File: src/include/bridge_cfg_consts.vh
`ifndef BRIDGE_CFG_CONSTS_VH
`define BRIDGE_CFG_CONSTS_VH

`define OFF_UPSTREAM_SWITCH_ISSUE_LIMIT 12'h008
`define OFF_BYPASS_MERGE_CTRL 12'h024
`define OFF_LONG_BURST_CTRL 12'h02c
`define OFF_WRITE_FIFO_WATERMARK 12'h040
`define OFF_ISSUE_LIMIT_CTRL 12'h108

`define RST_UPSTREAM_SWITCH_ISSUE_LIMIT 2'h0
`define RST_BYPASS_MERGE_CTRL 1'h0
`define RST_LONG_BURST_CTRL 1'h0
`define RST_ISSUE_LIMIT_CTRL 2'h0

`define BIT_READ_OVERRIDE 0
`define BIT_WRITE_OVERRIDE 1

`define ADDR_W 12

`endif

File: src/verilog/cfg_field.v
`timescale 1ns/1ps
// One writable register field with a constant reset value.
module cfg_field #(
  parameter W = 1,
  parameter [W-1:0] RST = {W{1'b0}}
) (
  input wire pclk,
  input wire presetn,
  input wire we,
  input wire [W-1:0] wdata,
  output reg [W-1:0] q_reg
);
  always @(posedge pclk or negedge presetn) begin
    if (!presetn) begin
      q_reg <= RST;
    end else if (we) begin
      q_reg <= wdata;
    end
  end
endmodule

File: src/verilog/watermark_field.v
`timescale 1ns/1ps
// Watermark field. The reset value is the generation-time watermark, which is a
// parameter, so it stays a constant under the asynchronous reset.
module watermark_field #(
  parameter [3:0] WATERMARK_INIT = 4'h0
) (
  input wire pclk,
  input wire presetn,
  input wire we,
  input wire [3:0] wdata,
  output reg [3:0] q_reg
);
  always @(posedge pclk or negedge presetn) begin
    if (!presetn) begin
      q_reg <= WATERMARK_INIT;
    end else if (we) begin
      q_reg <= wdata;
    end
  end
endmodule

File: src/verilog/bridge_block_config_regs.v
`timescale 1ns/1ps
`include "bridge_cfg_consts.vh"
module bridge_block_config_regs #(
  parameter HAS_REG_VIEW = 1,
  parameter HAS_WIDTH_CONV = 1,
  parameter HAS_AXI4_DOWNSIZE = 1,
  parameter HAS_WRITE_FIFO = 1,
  parameter [3:0] WATERMARK_INIT = 4'h4,
  parameter HAS_SWITCH_LINK = 1
) (
  input wire pclk,
  input wire presetn,
  input wire psel,
  input wire penable,
  input wire pwrite,
  input wire [31:0] paddr,
  input wire [31:0] pwdata,
  output reg [31:0] prdata,
  output reg pready,
  output reg pslverr,
  output reg bypass_merge_en,
  output reg long_burst_allow,
  output reg long_burst_break,
  output reg [3:0] write_watermark,
  output reg read_issue_one,
  output reg write_issue_one,
  output reg upstream_read_issue_one,
  output reg upstream_write_issue_one
);

  ////////////////////////////////////////////////////////////////////////////
  // Which registers this build has.
  localparam HAVE_LB = (HAS_AXI4_DOWNSIZE != 0) && (HAS_REG_VIEW != 0);
  localparam HAVE_BM = (HAS_WIDTH_CONV != 0);
  localparam HAVE_WM = (HAS_WRITE_FIFO != 0) && (WATERMARK_INIT != 4'h0);
  localparam HAVE_SW = (HAS_SWITCH_LINK != 0);

  // Decode used by both the write strobes and the read mux.
  function hit;
    input [`ADDR_W-1:0] a;
    input [`ADDR_W-1:0] off;
    input present;
    begin
      hit = present && (a == off);
    end
  endfunction

  wire [`ADDR_W-1:0] addr = paddr[`ADDR_W-1:0];
  wire in_range = (paddr[31:`ADDR_W] == 20'h00000);
  // Single-cycle access phase: pready is registered high on the edge after each setup phase.
  wire wr_en = psel && penable && pwrite && in_range;

  wire hit_sw = hit(addr, `OFF_UPSTREAM_SWITCH_ISSUE_LIMIT, HAVE_SW);
  wire hit_bm = hit(addr, `OFF_BYPASS_MERGE_CTRL, HAVE_BM);
  wire hit_lb = hit(addr, `OFF_LONG_BURST_CTRL, HAVE_LB);
  wire hit_wm = hit(addr, `OFF_WRITE_FIFO_WATERMARK, HAVE_WM);
  wire hit_il = hit(addr, `OFF_ISSUE_LIMIT_CTRL, 1'b1);

  wire [1:0] sw_q;
  wire [0:0] bm_q;
  wire [0:0] lb_q;
  wire [3:0] wm_q;
  wire [1:0] il_q;

  ////////////////////////////////////////////////////////////////////////////
  // Register storage.
  cfg_field #(
    .W(2),
    .RST(`RST_UPSTREAM_SWITCH_ISSUE_LIMIT)
  ) u_sw (
    .pclk(pclk),
    .presetn(presetn),
    .we(wr_en && hit_sw),
    .wdata(pwdata[1:0]),
    .q_reg(sw_q)
  );
  cfg_field #(
    .W(1),
    .RST(`RST_BYPASS_MERGE_CTRL)
  ) u_bm (
    .pclk(pclk),
    .presetn(presetn),
    .we(wr_en && hit_bm),
    .wdata(pwdata[0:0]),
    .q_reg(bm_q)
  );
  cfg_field #(
    .W(1),
    .RST(`RST_LONG_BURST_CTRL)
  ) u_lb (
    .pclk(pclk),
    .presetn(presetn),
    .we(wr_en && hit_lb),
    .wdata(pwdata[0:0]),
    .q_reg(lb_q)
  );
  watermark_field #(
    .WATERMARK_INIT(WATERMARK_INIT)
  ) u_wm (
    .pclk(pclk),
    .presetn(presetn),
    .we(wr_en && hit_wm),
    .wdata(pwdata[3:0]),
    .q_reg(wm_q)
  );
  cfg_field #(
    .W(2),
    .RST(`RST_ISSUE_LIMIT_CTRL)
  ) u_il (
    .pclk(pclk),
    .presetn(presetn),
    .we(wr_en && hit_il),
    .wdata(pwdata[1:0]),
    .q_reg(il_q)
  );

  ////////////////////////////////////////////////////////////////////////////
  // Read mux. Anything not decoded returns zero and writes there are dropped.
  reg [31:0] rdata_next;
  always @* begin
    rdata_next = 32'h00000000;
    if (in_range) begin
      if (hit_sw) begin
        rdata_next = {30'h00000000, sw_q};
      end else if (hit_bm) begin
        rdata_next = {31'h00000000, bm_q};
      end else if (hit_lb) begin
        rdata_next = {31'h00000000, lb_q};
      end else if (hit_wm) begin
        rdata_next = {28'h0000000, wm_q};
      end else if (hit_il) begin
        rdata_next = {30'h00000000, il_q};
      end
    end
  end

  // Effective controls. An absent register drives zero, and an
  // absent long-burst register always forces burst breaking.
  wire lb_eff = HAVE_LB ? lb_q[0] : 1'b0;
  wire bm_eff = HAVE_BM ? bm_q[0] : 1'b0;
  wire [3:0] wm_eff = HAVE_WM ? wm_q : 4'h0;
  wire [1:0] sw_eff = HAVE_SW ? sw_q : 2'h0;

  ////////////////////////////////////////////////////////////////////////////
  // Bus answer and control outputs, all registered. The answer lands one edge
  // after setup, so the access phase is always exactly one cycle.
  always @(posedge pclk or negedge presetn) begin
    if (!presetn) begin
      prdata <= 32'h00000000;
      pready <= 1'b0;
      pslverr <= 1'b0;
      bypass_merge_en <= 1'b0;
      long_burst_allow <= 1'b0;
      long_burst_break <= 1'b1;
      write_watermark <= 4'h0;
      read_issue_one <= 1'b0;
      write_issue_one <= 1'b0;
      upstream_read_issue_one <= 1'b0;
      upstream_write_issue_one <= 1'b0;
    end else begin
      pready <= psel && !penable;
      pslverr <= 1'b0;
      if (psel && !penable && !pwrite) begin
        prdata <= rdata_next;
      end
      bypass_merge_en <= bm_eff;
      long_burst_allow <= lb_eff;
      long_burst_break <= !lb_eff;
      write_watermark <= wm_eff;
      read_issue_one <= il_q[`BIT_READ_OVERRIDE];
      write_issue_one <= il_q[`BIT_WRITE_OVERRIDE];
      upstream_read_issue_one <= sw_eff[`BIT_READ_OVERRIDE];
      upstream_write_issue_one <= sw_eff[`BIT_WRITE_OVERRIDE];
    end
  end

endmodule

File: config.mk
export PLATFORM = sky130hd
export DESIGN_NAME = bridge_block_config_regs
export DESIGN_NICKNAME = d
export VERILOG_FILES = /design/src/verilog/cfg_field.v /design/src/verilog/watermark_field.v /design/src/verilog/bridge_block_config_regs.v
export VERILOG_INCLUDE_DIRS = /design/src /design/src/include
export SDC_FILE = /design/constraint.sdc
export NUM_CORES = 1
export LEC_CHECK = 0
export BUFFER_PORTS_ARGS = -buffer_cell sky130_fd_sc_hd__clkbuf_2
export CORE_MARGIN = 4
export CORE_UTILIZATION = 34
export DETAILED_ROUTE_END_ITERATION = 16
export HOLD_SLACK_MARGIN = 0.12
export PLACE_DENSITY = 0.82
export SYNTH_ARGS = -nofsm -noshare
export SYNTH_HDL_FRONTEND = slang
export SYNTH_SLANG_ARGS = --single-unit
File: constraint.sdc
create_clock -name pclk -period 1.3 [get_ports pclk]
set_clock_uncertainty 0.05 [all_clocks]
set_input_delay 0.065 -clock pclk [delete_from_list [all_inputs] [get_ports pclk]]
set_output_delay 0.065 -clock pclk [all_outputs]
set_load 0.02 [all_outputs]
==> impl_metrics.ini <==
[sta]
clock.fmax_mhz = 739.7
setup_viol = 9
slew_headroom = 0.5704
worst_pin_slew_ps = 644.4
rsz0062_at_grt = yes
hold_viol = 0
finalWorstSetupSlack_ps = -51.97
timing.hold.ws_ps = 135.2
post-route-min-period_ps = 1352
maxSlewViolCount = 0
period_share = 1.040

[final_layout]
drive_above_1_share = 0.5155
nNetsFinal = 264
final_common_cell = clkbuf_2
finalNonFillerCells = 242
n_antenna_cell = 0
layout_common_cells = clkbuf_2, conb_1, dfrtp_1, nand2_1, buf_4
syn_to_final_growth_pct = 45.26
post-route-util = 0.5149

[clocking]
clkLatencyLatePin_ps = 260
cts_tree = yes
postCtsSetupBuffers = 0
cts_max_level = 1
clockRootBuffer = clkbuf_8
cts_made_buffers = 3
clk_transition_reported_paths_ps = 90
cts_buffer_depth = 2
cts.sinks = 26

[drt]
drt-total-wl_mm = 2.854
vias_per_cell = 4.273
drt.antenna.violating_nets = 0
drc = 0
vias = 1034
drt_iter0_markers = 40
post_drt_wl_per_cell_um = 11.79
drtPass1Iterations = 4

[worst_setup_path]
end_kind = flip-flop
cp-start-kind = input port
worstPathRequired_ps = 1410
critPathMaxFanout = 4
worst_ep_arrival_time_ps = 1460
worstSetupPathType = in2reg

[power_and_ir_drop]
p_clk_frac = 0.324
power_density_nw_per_um2 = 831.4
power.leakage_uw = 0.0009866
peakVddDrop_uv = 348.1
finalPower_uw = 1579
power.share.switching = 0.2557
seqPwrFrac = 0.513
internal_power_uw = 1175
combPwrFrac = 0.163
p_switching_uw = 403.8

[global_routing]
grt_usage = 0.1139
grt_start_max_net_pins = 27
grt-ovfl-total = 0
first_global_vias = 993
grt_pass1_wl_mm = 4.422
antenna_found_initial = 0

[die]
die_height_um = 70.01
dieArea_um2 = 4901
die_w_um = 70.01
core_area_um2 = 3689
initial_utilization = 0.3545
ios = 114
rows = 22

[worst_hold_path]
hold_class = in2reg

[synthesis]
seq_area_frac_synth = 0.4995
post_synth_num_cell_types = 28
yosysWarnings = 0
synth-seq-cells = 26
syn-cell-area_um2 = 1308
synth.avg_cell_area_um2 = 10.99
synthCells = 119

[place]
placed_cells = 231
place.gp.congestion = 0.7904
portBuffers = 56
dp_hpwl_mm = 2.362

[flow_run]
cap_violations = 0

[status]
outcome = finished, violations left
violations = negative setup slack
what timing repair did:
action,CTS,global route
pin swaps,5,6
hold buffers,7,0
hold endpoints to repair,35,0
setup endpoints to repair,10,12
gates resized for setup,2,14
metal layers:
metal / vias to the layer above / GRT usage / wire length (um)
met4: 0 / 0.07021 / 64
met5: - / 0 / 0
met2: 55 / 0.1868 / 1421
met3: 5 / 0.02446 / 258
li1: 507 / - / -
met1: 467 / 0.1350 / 1109
path summary, 6_finish.rpt:
path                                     from                       end  slack [ps]  depth (start not counted)
worst max-delay path                paddr[14]             u_sw.q_reg[0]         -50                          6
worst min-delay path                   pwrite                 prdata[1]         140                          5
worst max register to register     u_bm.q_reg                 prdata[0]          70                          5
worst min register to register  u_sw.q_reg[1]  upstream_write_issue_one         360                          0
max in group asynchronous             presetn                    pready         490                          2
min in group asynchronous             presetn  upstream_write_issue_one         300                          2
worst max-delay path: stages:
cell,delay [ps]
clkbuf_2,80
nor4_1,270
nand2_1,170
nor4_4,370
and2_4,220
mux2_4,290
cell families (layout without fill, tap and decap cells):
family	Yosys count	after routing	share of synthesized area
AOI/OAI and AO/OA	7	7	0.03445
muxes	11	11	0.09473
other	1	29	0.002868
buffers and inverters	32	79	0.1751
DFF	26	26	0.4995
and+or+nand+nor	42	42	0.1933
stage by stage:
| stage | setup slack, ps | area (um2) | setup TNS, ps |
|---|---|---|---|
| 6_report | -51.97 | 1899 | -227.4 |
| 5_1_grt | -110.0 | 1899 | -629.6 |
| 4_1_cts | -59.36 | 1822 | -312.2 |
| 3_5_place_dp | -364.2 | 1685 | -3650 |
| 3_3_place_gp | -342.6 | 1685 | -3309 |
| 2_1_floorplan | -177.7 | 1491 | -1358 |
power by group through the flow:
stage,combinational [uW],clock [uW],sequential (uW)
after floorplan,170,0,828
after global placement,215,0,826
after detailed placement,218,0,826
after CTS,236,523,810
after global routing,280,558,811
final,257,511,810
synthesized netlist by cell type:
master    count  area share
a22oi_1       1      0.0057
a211o_1       1      0.0067
nand3_1       5       0.019
clkbuf_1      1      0.0029
mux2_2        5       0.043
nor4_1        8       0.038
o21ai_0       4       0.015
nor2_1        3      0.0086
nor4b_2       1       0.011
dfstp_2       2       0.040
inv_1         2      0.0057
nand2_2       1      0.0048
nand2_1      11       0.032
nand3b_1      1      0.0057
conb_1        1      0.0029
nor3_1        2      0.0077
and3_1        1      0.0048
nor2b_1       3       0.014
buf_4        29        0.17
dfrtp_1      24        0.46
nor4b_1       1      0.0067
mux2_1        6       0.052
and2_2        1      0.0057
nand2b_1      1      0.0048
nor4_4        1       0.016
a221oi_1      1      0.0067
and4_1        1      0.0067
nand4b_1      1      0.0067
cell type report:
class	instances	area (um2)
fillers	356	1789
flip-flops and latches	26	653.1
inverters	2	7.507
repair buffers	73	437.9
clock buffers	4	55.05
well taps	48	60.06
multi-input cells	89	685.7
Note: power is estimated with default switching activity, not from simulation.
